## src/design/pcfp_pkg.sv

```systemverilog
// Shared constants and carrier types for the pad configuration and fast port block
package pcfp_pkg;

   ////////////////////////////////////////////////////////////////////////////
   // Port geometry
   localparam int unsigned LINES = 32;
   localparam int unsigned DRV_W = 2;

   ////////////////////////////////////////////////////////////////////////////
   // Local bus byte addresses of the fast port registers
   localparam logic [31:0] ADDR_OE_WRITE = 32'h4000_0340;
   localparam logic [31:0] ADDR_OE_SET = 32'h4000_0344;
   localparam logic [31:0] ADDR_OE_CLEAR = 32'h4000_0348;
   localparam logic [31:0] ADDR_OE_TOGGLE = 32'h4000_034c;
   localparam logic [31:0] ADDR_OV_WRITE = 32'h4000_0350;
   localparam logic [31:0] ADDR_OV_SET = 32'h4000_0354;
   localparam logic [31:0] ADDR_OV_CLEAR = 32'h4000_0358;
   localparam logic [31:0] ADDR_OV_TOGGLE = 32'h4000_035c;
   localparam logic [31:0] ADDR_PIN_LEVEL = 32'h4000_0360;

   // Alias select lives in address bits 3:2 inside each group of four
   localparam int unsigned ALIAS_LSB = 2;

   ////////////////////////////////////////////////////////////////////////////
   // Reset values
   localparam logic [31:0] OE_RESET = 32'h0000_0000;
   localparam logic [31:0] OV_RESET = 32'h0000_0000;
   localparam logic [DRV_W-1:0] DRIVE_LOWEST = 2'h0;
   localparam logic SCAN_EN_RESET = 1'b0;

   ////////////////////////////////////////////////////////////////////////////
   // Lines that carry the boundary-scan port when it is enabled
   localparam logic [4:0] LINE_TCK = 5'h00;
   localparam logic [4:0] LINE_TMS = 5'h01;
   localparam logic [4:0] LINE_TDI = 5'h02;
   localparam logic [4:0] LINE_TDO = 5'h03;

   ////////////////////////////////////////////////////////////////////////////
   // Alias modes of a write
   typedef enum logic [1:0] {
      PCFP_AL_WRITE = 2'h0,
      PCFP_AL_SET = 2'h1,
      PCFP_AL_CLEAR = 2'h2,
      PCFP_AL_TOGGLE = 2'h3
   } pcfp_alias_t;

   // Per-line programmed pad settings
   typedef struct packed {
      logic pull_up;
      logic pull_down;
      logic [DRV_W-1:0] drive;
   } pcfp_line_cfg_t;

   // Boundary-scan override for one line
   typedef struct packed {
      logic active;
      logic oe;
      logic out;
      logic pull_up;
   } pcfp_scan_ovr_t;

   // Everything the pad itself is told
   typedef struct packed {
      logic oe;
      logic out;
      logic pull_up;
      logic pull_down;
      logic [DRV_W-1:0] drive;
      logic slew_limit;
      logic filter_en;
   } pcfp_pad_ctrl_t;

endpackage : pcfp_pkg

```

## src/design/pcfp_sync.sv

```systemverilog
// Three-stage synchroniser whose output moves only when stages two and three agree
`timescale 1ns/10ps
module pcfp_sync #(
   parameter int unsigned W = 1
) (
   // Clock and reset
   input wire logic clk_sys,
   input wire logic reset,
   // Asynchronous level in, settled level out
   input wire logic [W-1:0] async_in,
   output logic [W-1:0] level_out
);

   logic [W-1:0] s1_reg;
   logic [W-1:0] s2_reg;
   logic [W-1:0] s3_reg;

   // Stage one feeds stage two only, nothing else looks at it
   always_ff @(posedge clk_sys or posedge reset) begin
      if (reset) begin
         s1_reg <= '0;
         s2_reg <= '0;
         s3_reg <= '0;
      end else begin
         s1_reg <= async_in;
         s2_reg <= s1_reg;
         s3_reg <= s2_reg;
      end
   end

   // A bit changes only once two settled stages agree, which rejects a lone glitch
   always_ff @(posedge clk_sys or posedge reset) begin
      if (reset) begin
         level_out <= '0;
      end else begin
         level_out <= (s2_reg & s3_reg) | (level_out & (s2_reg | s3_reg));
      end
   end

endmodule : pcfp_sync

```

## src/design/pcfp_pad_cell.sv

```systemverilog
// Function priority and pull arbitration for one I/O line
`timescale 1ns/10ps
module pcfp_pad_cell (
   // Programmed settings and plain port control
   input wire pcfp_pkg::pcfp_line_cfg_t cfg,
   input wire logic gpio_oe,
   input wire logic gpio_out,
   // Peripheral function
   input wire logic periph_sel,
   input wire logic periph_oe,
   input wire logic periph_out,
   // Two-wire serial function
   input wire logic twi_sel,
   input wire logic twi_drive_low,
   // Analog function and scan override
   input wire logic analog_sel,
   input wire pcfp_pkg::pcfp_scan_ovr_t scan,
   input wire logic reset_pull_up,
   // Resulting pad control
   output pcfp_pkg::pcfp_pad_ctrl_t ctrl
);

   // Scan beats analog, analog beats serial, serial beats peripheral and plain port
   always_comb begin
      ctrl = '0;
      ctrl.drive = cfg.drive;
      ctrl.pull_up = cfg.pull_up;
      ctrl.pull_down = cfg.pull_down;
      if (scan.active) begin
         ctrl.oe = scan.oe;
         ctrl.out = scan.out;
         ctrl.pull_up = scan.pull_up;
         ctrl.pull_down = 1'b0;
      end else if (analog_sel) begin
         ctrl.pull_up = 1'b0;
         ctrl.pull_down = 1'b0;
      end else if (twi_sel) begin
         // Open drain: drive only a low, let the bus pull-up make the high
         ctrl.oe = twi_drive_low;
         ctrl.out = 1'b0;
         ctrl.slew_limit = 1'b1;
         ctrl.filter_en = 1'b1;
      end else if (periph_sel) begin
         ctrl.oe = periph_oe;
         ctrl.out = periph_out;
      end else begin
         ctrl.oe = gpio_oe;
         ctrl.out = gpio_out;
      end
      // Held pull-up wins over every setting while reset lasts
      if (reset_pull_up) begin
         ctrl.pull_up = 1'b1;
         ctrl.pull_down = 1'b0;
      end
   end

endmodule : pcfp_pad_cell

```

## src/design/pcfp_port.sv

```systemverilog
// Pad configuration, boundary-scan strap and local-bus fast port for one 32-line port
`timescale 1ns/10ps
module pcfp_port (
   // Clock and reset
   input wire logic clk_sys,
   input wire logic reset,
   // External reset pin level, sampled only
   input wire logic reset_pin_n,
   // Local bus
   input wire logic lb_req,
   input wire logic lb_write,
   input wire logic [31:0] lb_addr,
   input wire logic [31:0] lb_wdata,
   output logic lb_ack,
   output logic lb_err,
   output logic [31:0] lb_rdata,
   // Port controller pad programming
   input wire logic cfg_we,
   input wire logic [4:0] cfg_line,
   input wire pcfp_pkg::pcfp_line_cfg_t cfg_wdata,
   output pcfp_pkg::pcfp_line_cfg_t cfg_rdata,
   // Function selection per line
   input wire logic [31:0] periph_sel,
   input wire logic [31:0] periph_oe,
   input wire logic [31:0] periph_out,
   input wire logic [31:0] twi_sel,
   input wire logic [31:0] twi_drive_low,
   input wire logic [31:0] analog_sel,
   // Boundary-scan tap side
   input wire logic scan_tdo,
   input wire logic scan_tdo_en,
   output logic scan_enable,
   output logic scan_tck,
   output logic scan_tms,
   output logic scan_tdi,
   // Pads
   input wire logic [31:0] pad_in,
   output logic [31:0] pad_oe,
   output logic [31:0] pad_out,
   output logic [31:0] pad_pull_up,
   output logic [31:0] pad_pull_down,
   output logic [63:0] pad_drive,
   output logic [31:0] pad_slew_limit,
   output logic [31:0] pad_filter_en
);

   ////////////////////////////////////////////////////////////////////////////
   // Declarations

   // Fast port state
   logic [31:0] oe_reg;
   logic [31:0] ov_reg;
   logic [31:0] oe_next;
   logic [31:0] ov_next;

   // Settled input levels
   logic [31:0] pin_level;
   logic reset_pin_level;

   // Strap capture
   logic strap_pending_reg;
   logic scan_en_reg;

   // Per-line programmed settings
   pcfp_pkg::pcfp_line_cfg_t line_cfg_reg [pcfp_pkg::LINES];

   // Bus decode
   logic hit_oe;
   logic hit_ov;
   logic hit_pin;
   logic hit_any;
   pcfp_pkg::pcfp_alias_t alias_mode;

   // Pad controls before the output flops
   pcfp_pkg::pcfp_pad_ctrl_t ctrl [pcfp_pkg::LINES];

   ////////////////////////////////////////////////////////////////////////////
   // Alias arithmetic shared by both writable controls

   // Only bits written as one are touched by set, clear and toggle
   function automatic logic [31:0] pcfp_apply(
      input logic [31:0] cur,
      input logic [31:0] wdata,
      input pcfp_pkg::pcfp_alias_t mode
   );
      logic [31:0] res;
      res = cur;
      unique case (mode)
         pcfp_pkg::PCFP_AL_WRITE: res = wdata;
         pcfp_pkg::PCFP_AL_SET: res = cur | wdata;
         pcfp_pkg::PCFP_AL_CLEAR: res = cur & ~wdata;
         pcfp_pkg::PCFP_AL_TOGGLE: res = cur ^ wdata;
      endcase
      return res;
   endfunction : pcfp_apply

   ////////////////////////////////////////////////////////////////////////////
   // Input synchronisers

   // Pad levels arrive from the board, unrelated to clk_sys
   pcfp_sync #(
      .W(32)
   ) u_pin_sync (
      .clk_sys(clk_sys),
      .reset(reset),
      .async_in(pad_in),
      .level_out(pin_level)
   );

   // The reset pin is only ever read here, never driven
   pcfp_sync #(
      .W(1)
   ) u_rst_sync (
      .clk_sys(clk_sys),
      .reset(reset),
      .async_in(reset_pin_n),
      .level_out(reset_pin_level)
   );

   ////////////////////////////////////////////////////////////////////////////
   // Boundary-scan strap

   // Pending stays up while the pin is held low and for the first clocks after
   // system reset; the strap is caught on the cycle the settled pin reads high.
   // The settled pin resets to low, so a power-on with the pin already high
   // still passes through four pending cycles, the synchroniser delay, before sampling.
   always_ff @(posedge clk_sys or posedge reset) begin
      if (reset) begin
         strap_pending_reg <= 1'b1;
      end else if (!reset_pin_level) begin
         strap_pending_reg <= 1'b1;
      end else begin
         strap_pending_reg <= 1'b0;
      end
   end

   // Test clock low at the release edge turns the scan port on
   always_ff @(posedge clk_sys or posedge reset) begin
      if (reset) begin
         scan_en_reg <= pcfp_pkg::SCAN_EN_RESET;
      end else if (strap_pending_reg && reset_pin_level) begin
         scan_en_reg <= ~pin_level[pcfp_pkg::LINE_TCK];
      end else if (!reset_pin_level) begin
         scan_en_reg <= pcfp_pkg::SCAN_EN_RESET;
      end
   end

   assign scan_enable = scan_en_reg;

   // Tap sees settled pad levels; idle high when the port is off
   assign scan_tck = scan_en_reg ? pin_level[pcfp_pkg::LINE_TCK] : 1'b1;
   assign scan_tms = scan_en_reg ? pin_level[pcfp_pkg::LINE_TMS] : 1'b1;
   assign scan_tdi = scan_en_reg ? pin_level[pcfp_pkg::LINE_TDI] : 1'b1;

   ////////////////////////////////////////////////////////////////////////////
   // Local bus decode

   // Address bits 3:2 pick the alias; the group is matched on bits 31:4, bits 1:0 are ignored; the pin level word is matched on all 32 bits
   assign alias_mode = pcfp_pkg::pcfp_alias_t'(lb_addr[pcfp_pkg::ALIAS_LSB +: 2]);
   assign hit_oe = (lb_addr[31:4] == pcfp_pkg::ADDR_OE_WRITE[31:4]);
   assign hit_ov = (lb_addr[31:4] == pcfp_pkg::ADDR_OV_WRITE[31:4]);
   assign hit_pin = (lb_addr == pcfp_pkg::ADDR_PIN_LEVEL);
   assign hit_any = hit_oe | hit_ov | hit_pin;

   // Next values of the two writable controls
   always_comb begin
      oe_next = oe_reg;
      ov_next = ov_reg;
      if (lb_req && lb_write && hit_oe) begin
         oe_next = pcfp_apply(oe_reg, lb_wdata, alias_mode);
      end
      if (lb_req && lb_write && hit_ov) begin
         ov_next = pcfp_apply(ov_reg, lb_wdata, alias_mode);
      end
   end

   ////////////////////////////////////////////////////////////////////////////
   // Fast port registers

   // Lines come up as inputs, so enable and value both clear
   always_ff @(posedge clk_sys or posedge reset) begin
      if (reset) begin
         oe_reg <= pcfp_pkg::OE_RESET;
         ov_reg <= pcfp_pkg::OV_RESET;
      end else begin
         oe_reg <= oe_next;
         ov_reg <= ov_next;
      end
   end

   ////////////////////////////////////////////////////////////////////////////
   // Local bus answer

   // Every request is answered one cycle later. Reading a write-only alias
   // returns zero without error, since the hardware keeps no readable copy
   // there; writing the pin level register or any unmapped word errs.
   always_ff @(posedge clk_sys or posedge reset) begin
      if (reset) begin
         lb_ack <= 1'b0;
         lb_err <= 1'b0;
      end else begin
         lb_ack <= lb_req;
         lb_err <= lb_req && (!hit_any || (lb_write && hit_pin));
      end
   end

   // Read data holds pin levels for the readback word, zero elsewhere
   always_ff @(posedge clk_sys or posedge reset) begin
      if (reset) begin
         lb_rdata <= '0;
      end else if (lb_req && !lb_write) begin
         lb_rdata <= hit_pin ? pin_level : 32'h0000_0000;
      end
   end

   ////////////////////////////////////////////////////////////////////////////
   // Per-line pad settings from the port controller

   // Programmed readback is combinational so the controller sees it at once
   assign cfg_rdata = line_cfg_reg[cfg_line];

   generate
      for (genvar i = 0; i < pcfp_pkg::LINES; i++) begin : g_line
         localparam logic [4:0] IDX = 5'(i);
         pcfp_pkg::pcfp_scan_ovr_t scan_ovr;
         logic rst_pu;

         // One writable entry per line, defaulting to pulls off and weakest drive
         always_ff @(posedge clk_sys or posedge reset) begin
            if (reset) begin
               line_cfg_reg[i].pull_up <= 1'b0;
               line_cfg_reg[i].pull_down <= 1'b0;
               line_cfg_reg[i].drive <= pcfp_pkg::DRIVE_LOWEST;
            end else if (cfg_we && (cfg_line == IDX)) begin
               line_cfg_reg[i] <= cfg_wdata;
            end
         end

         // Scan lines: inputs pulled up, data out driven without pull
         always_comb begin
            scan_ovr = '0;
            if (scan_en_reg) begin
               if (IDX == pcfp_pkg::LINE_TDO) begin
                  scan_ovr.active = 1'b1;
                  scan_ovr.oe = scan_tdo_en;
                  scan_ovr.out = scan_tdo;
                  scan_ovr.pull_up = 1'b0;
               end else if ((IDX == pcfp_pkg::LINE_TCK) || (IDX == pcfp_pkg::LINE_TMS)
                            || (IDX == pcfp_pkg::LINE_TDI)) begin
                  scan_ovr.active = 1'b1;
                  scan_ovr.pull_up = 1'b1;
               end
            end
         end

         // Test clock pull-up during system reset or pin reset
         assign rst_pu = (IDX == pcfp_pkg::LINE_TCK) && strap_pending_reg;

         pcfp_pad_cell u_cell (
            .cfg(line_cfg_reg[i]),
            .gpio_oe(oe_reg[i]),
            .gpio_out(ov_reg[i]),
            .periph_sel(periph_sel[i]),
            .periph_oe(periph_oe[i]),
            .periph_out(periph_out[i]),
            .twi_sel(twi_sel[i]),
            .twi_drive_low(twi_drive_low[i]),
            .analog_sel(analog_sel[i]),
            .scan(scan_ovr),
            .reset_pull_up(rst_pu),
            .ctrl(ctrl[i])
         );

         // Pad controls leave through flops; reset shows input, TCK pulled up
         always_ff @(posedge clk_sys or posedge reset) begin
            if (reset) begin
               pad_oe[i] <= 1'b0;
               pad_out[i] <= 1'b0;
               pad_pull_up[i] <= (IDX == pcfp_pkg::LINE_TCK);
               pad_pull_down[i] <= 1'b0;
               pad_drive[i*2 +: 2] <= pcfp_pkg::DRIVE_LOWEST;
               pad_slew_limit[i] <= 1'b0;
               pad_filter_en[i] <= 1'b0;
            end else begin
               pad_oe[i] <= ctrl[i].oe;
               pad_out[i] <= ctrl[i].out;
               pad_pull_up[i] <= ctrl[i].pull_up;
               pad_pull_down[i] <= ctrl[i].pull_down;
               pad_drive[i*2 +: 2] <= ctrl[i].drive;
               pad_slew_limit[i] <= ctrl[i].slew_limit;
               pad_filter_en[i] <= ctrl[i].filter_en;
            end
         end
      end
   endgenerate

endmodule : pcfp_port

```

## config.mk

```make
export PLATFORM = sky130hd
export DESIGN_NAME = pcfp_port
export DESIGN_NICKNAME = d
export VERILOG_FILES = /design/src/design/pcfp_pkg.sv /design/src/design/pcfp_sync.sv /design/src/design/pcfp_pad_cell.sv /design/src/design/pcfp_port.sv
export SDC_FILE = /design/constraint.sdc
export NUM_CORES = 1
export LEC_CHECK = 0
export BUFFER_PORTS_ARGS = -buffer_cell sky130_fd_sc_hd__buf_2
export CAP_MARGIN = 5
export CORE_AREA = 2 2 232 234
export DETAILED_ROUTE_END_ITERATION = 12
export DIE_AREA = 0 0 234 236
export GPL_TIMING_DRIVEN = 0
export HOLD_SLACK_MARGIN = 0.05
export PLACE_DENSITY = 0.72
export SYNTH_ARGS = -nofsm -noshare
export SYNTH_HDL_FRONTEND = slang
export SYNTH_SLANG_ARGS = --single-unit
```

## constraint.sdc

```tcl
create_clock -name clk_sys -period 25.2 [get_ports clk_sys]
set_input_delay 3.78 -clock clk_sys [delete_from_list [all_inputs] [get_ports clk_sys]]
set_output_delay 3.78 -clock clk_sys [all_outputs]
set_load 0.05 [all_outputs]
```

# Word-level counts from Yosys, hierarchy flattened
# Index checks and enable logic that the tools add are counted.
# totals
ff_bits	616
inputBits	305
out_inout_bits	298
wordCells	652
# classes
order_cmp	1
n_eq_ne	38
muxes	215
bitwise_logic	19
reduce_logical	44
# ops
cell	count
2-bit 2-to-1 mux	197
32-bit one-hot mux with 4 select lines	2
32-bit AND	4
32-bit bitwise OR	4
5-bit == test (second input constant)	16
32-bit XOR	2
28-bit by 27-bit == test with 1-bit output (second input constant)	2
5-bit by 4-bit == test with 1-bit output (second input constant)	8
1-bit logical AND	39
32-bit by 31-bit == test with 1-bit output (second input constant)	1
32-bit 2-to-1 mux	1
32-bit inverter	1
4-bit 2-to-1 mux	7
4-bit binary-select mux with 5-bit select	1
5-bit by 3-bit == test with 1-bit output (second input constant)	4
5-bit by 2-bit == test with 1-bit output (second input constant)	2
1-bit 2-to-1 mux	7
6-bit greater-or-equal comparator (second input constant)	1
5-bit inverter with 6-bit output	1
5-bit by 1-bit == test with 1-bit output (second input constant)	1
5-bit zero test	1
2-bit == test (second input constant)	2
1-bit bitwise OR	4
1-bit AND	2
other kinds (6)	7

# Depth between registers and ports, before layout
# logic_depth
ltp_word	6
ltp_mapped	7
ltp_nobuf	5

# Hierarchy
# A second synthesis with hierarchy kept.
# unflattened
hier_cells	2016
hier_area_um2	26799.5
# by_module_without_submodules
mod	instances	cells_each	area_each_um2	seq_area_each_um2
pcfp_port	1	1401	19914.1	12114.1
pcfp_sync (u_pin_sync)	1	161	3567.2	3203.1
pcfp_pad_cell	32	14	100.1	0.0
pcfp_sync (u_rst_sync)	1	6	115.1	100.1

# Least setup slack after synthesis
# No wires, ideal clock.
# synth_path
path_kind	input-to-output
from	input cfg_line[0]
to	output cfg_rdata[0] (netlist name)
t_arrival_ns	5.666
required_ns	21.420
setup_slack_ns	15.754
cell_stages	6
path_buffers	2
path_cell_list	buf_4 > buf_4 > or3b_2 > o221ai_1 > a211oi_1 > a41oi_1
# synth_lines
item	line	source
start, declared	pcfp_port.sv:19	input wire logic [4:0] cfg_line,
end, declared	pcfp_port.sv:21	output pcfp_pkg::pcfp_line_cfg_t cfg_rdata,

==> out/summary.md <==
Place
* 599 — number of buffers added on ports
* 15.59 ns — pre-CTS setup slack
* 61000 um — post-detail-place hpwl
* 0.937 — GP Congestion

Critical path
* in2out — startpoint-to-endpoint class of the critical path
* output pin — kind of end point of the critical path
* 23.60 ns — FF-to-FF setup slack
* 2 — length in cells of the worst reg-to-reg path
* primary input — startpoint kind of the worst setup timing path
* 21.42 ns — Required @ worst endpoint
* 5.97 ns — crit path DAT
* scan_enable — Crit Reg-Reg Startpoint
* 10 — Max FO, Critical Path
* pad_out[0] — worst reg2reg endpoint

CTS
* done — TritonCTS clock tree
* 0.06 ns — clk slew on worst S/H paths
* 0.64 ns — insertion delay of the later-clocked pin in the worst-skew pair
* 3 — maximum root-to-sink buffer count
* 0 — number of post-CTS setup repair buffers
* 584 — CTS sink count
* 60 — Num CTS Buffers
* 2 — CTS H-tree depth
* clkbuf_16 — root buffer cell
* 0 — number of cells upsized or downsized after cts
* 0 — count of hold-fix buffers inserted at cts

STA
* 0 — Setup violations, final
* no — setup repair after global routing missed its margin
* 0.0340 ns — Post-Route Skew
* 0.341 ns — WHS
* 15.45 ns — final setup slack of the worst path
* 9.75 ns — final worst path period need
* 38.0% — Rel. slew slack
* 0 — number of hold-slack violations in the final timing report
* 103 MHz — highest attainable clock frequency
* 0 — number of pins exceeding their max-slew limit in the final report
* 0.922 ns — slew at the pin closest to its max-slew limit
* 38.7% — share of the clock period used by the worst path

Die
* 85 — total number of placement rows
* 234 um — Die Wd
* 47.1% — Initial Util
* 0.0552 mm^2 — full die area
* 603 — number of I/O pins
* 236 um — floorplan die height
* 0.0531 mm^2 — area of the core region

Route
* 79400 um — detailed-route wire length
* 23.9 um — Avg WL per Cell
* 1246 — drt initial violations
* 0 — DR DRC count
* 17936 — total via count in the routed design
* 0 — remaining antenna violation count
* 5.39 — average via count per standard cell
* 5 — first-pass iteration count of the detailed router

Pwr
* 57.7 uV — VDD IR max
* 79.8 mW/mm^2 — power density over the cells
* 15.7 nW — leakage power total

Logic synthesis
* 2351 — Mapped Nets
* 0.0250 mm^2 — post-synthesis instance area
* 584 — register bit total from synthesis
* 100% — fraction of registers with async set or reset after synthesis
* 58.2% — share of the synthesized area in the top cell type
* 58.5% — portion of the post-synthesis area used by sequential elements
* 13.0 um^2 — post-synthesis area per instance
* dfrtp_1 58%, mux2_2 8.6%, ha_1 6.4% — top area cells in the synthesized netlist
* 0 — number of warning messages in the yosys log
* 0 — number of enable flip-flop cells after synthesis
* 1918 — gate count after technology mapping
* dfrtp_1 — Synth area leader
* dfrtp_1 — top flip-flop cell by instance count after synthesis
* 54 — Distinct cells, synth

Finish
* 37.6% — layout cell share with drive strength beyond 1
* 3016 — fin nets
* 24.4% — area added between synthesis and finish
* 128 — max reg flops
* buf_2 — commonest non-fill, non-tap cell in the layout
* 608 x buf_2, 582 x dfrtp_1, 190 x mux2_2, 150 x mux2i_1, 128 x ha_1 — most frequent cells in the layout

Global route
* 28.7% — all-layer global routing usage
* 12 — initial antenna violation count
* 142 — pin count of the biggest net entering global routing
* 117000 um — wire length of the first global-routing pass
* 0 — overall overflow remaining after global route
* 18871 — vias in the first global route

Hold path
* reg2reg — hold crit path type
* u_pin_sync.s1_reg[27] — launch point of the worst hold path
* 0 — number of stages on the worst hold path
* u_pin_sync.s2_reg[27] — worst hold path endpoint

Flow run
* 0 — reported max-cap violation count

Status
* complete, no violations — outcome

==> worst max-delay path, cell delays in order <==
cell	delay [ns]
buf_2	0.20
clkbuf_1	0.58
mux4_2	0.41
mux2i_1	0.44
nor2_1	0.09
o32a_1	0.23
buf_2	0.23
==> per-layer routing <==
layer	vias to the layer above	GRT usage, %	part of all wire (%)	routed length [um]
li1	7962	-	-	-
met1	9117	34.9	39	30900
met2	687	48.9	50	39700
met3	154	7.56	7.5	5940
met4	16	10.4	3.6	2830
met5	-	0	0.13	103
==> logic make-up after synthesis <==
group,Yosys count,share of synthesized area (%)
flip-flops,584,58.5
adder cells (fa/ha/maj),161,7.73
AO/OA/AOI/OAI,214,5.24
AND/OR/NAND/NOR,379,7.65
buffers and inverters,212,4.02
multiplexers,368,16.9
==> worst max path at each step <==
stage	slack, ns	end	startpoint
detailed placement	15.59	cfg_rdata[1]	cfg_line[2]
floorplan	5.08	lb_ack	reset
global placement	-0.50	pad_filter_en[17]	reset
global route	15.46	cfg_rdata[1]	cfg_line[2]
finish	15.45	cfg_rdata[2]	cfg_line[2]
CTS	15.55	cfg_rdata[1]	cfg_line[2]
==> synth_stat cells (3+ instances only) <==
| cell | instances |
|---|---|
| a21oi_1 | 95 |
| nand2b_1 | 7 |
| and2_1 | 3 |
| nor3_1 | 38 |
| mux2_2 | 190 |
| or3_1 | 3 |
| mux2i_1 | 150 |
| inv_1 | 103 |
| mux4_2 | 24 |
| clkbuf_1 | 45 |
| nand2_1 | 83 |
| a2111o_1 | 3 |
| nor4_1 | 7 |
| dfrtp_1 | 582 |
| maj3_1 | 33 |
| o21ai_0 | 32 |
| o221ai_1 | 3 |
| nor2b_1 | 89 |
| buf_6 | 6 |
| a211oi_1 | 66 |
| nand3_1 | 6 |
| nor3b_1 | 6 |
| buf_4 | 41 |
| ha_1 | 128 |
| nor2_1 | 120 |
| buf_2 | 9 |
| mux2_1 | 4 |
| buf_1 | 8 |
| nand3b_1 | 3 |
==> metrics by stage <==
stage	TNS [ns]	cells	instance area [um^2]	power (mW)	utilization [%]
6_report	0	3330	31100	2.48	58.6
5_1_grt	0	3329	31100	2.57	58.6
4_1_cts	0	3326	31100	2.50	58.6
3_5_place_dp	0	3217	29000	1.55	54.6
3_3_place_gp	-257.87	3213	28900	1.54	54.4
2_1_floorplan	0	1918	25000	1.40	-
==> power by group <==
group / switching, mW / internal (mW)
combinational: 0.303 / 0.142
clock: 0.387 / 0.555
sequential: 0.0624 / 1.03
total: 0.752 / 1.73
==> area by class of cell <==
class                   instances  area (um^2)
multi-input cells            1122         9390
well taps                     696          871
plain buffers                 109          619
repair buffers                603         3110
fillers                      4300        22000
diodes                          4         10.0
clock inverters                35          472
inverters                     103          394
clock buffers                  74         1640
flip-flops and latches        584        14600
No activity file was read; power rests on OpenSTA's default activity.
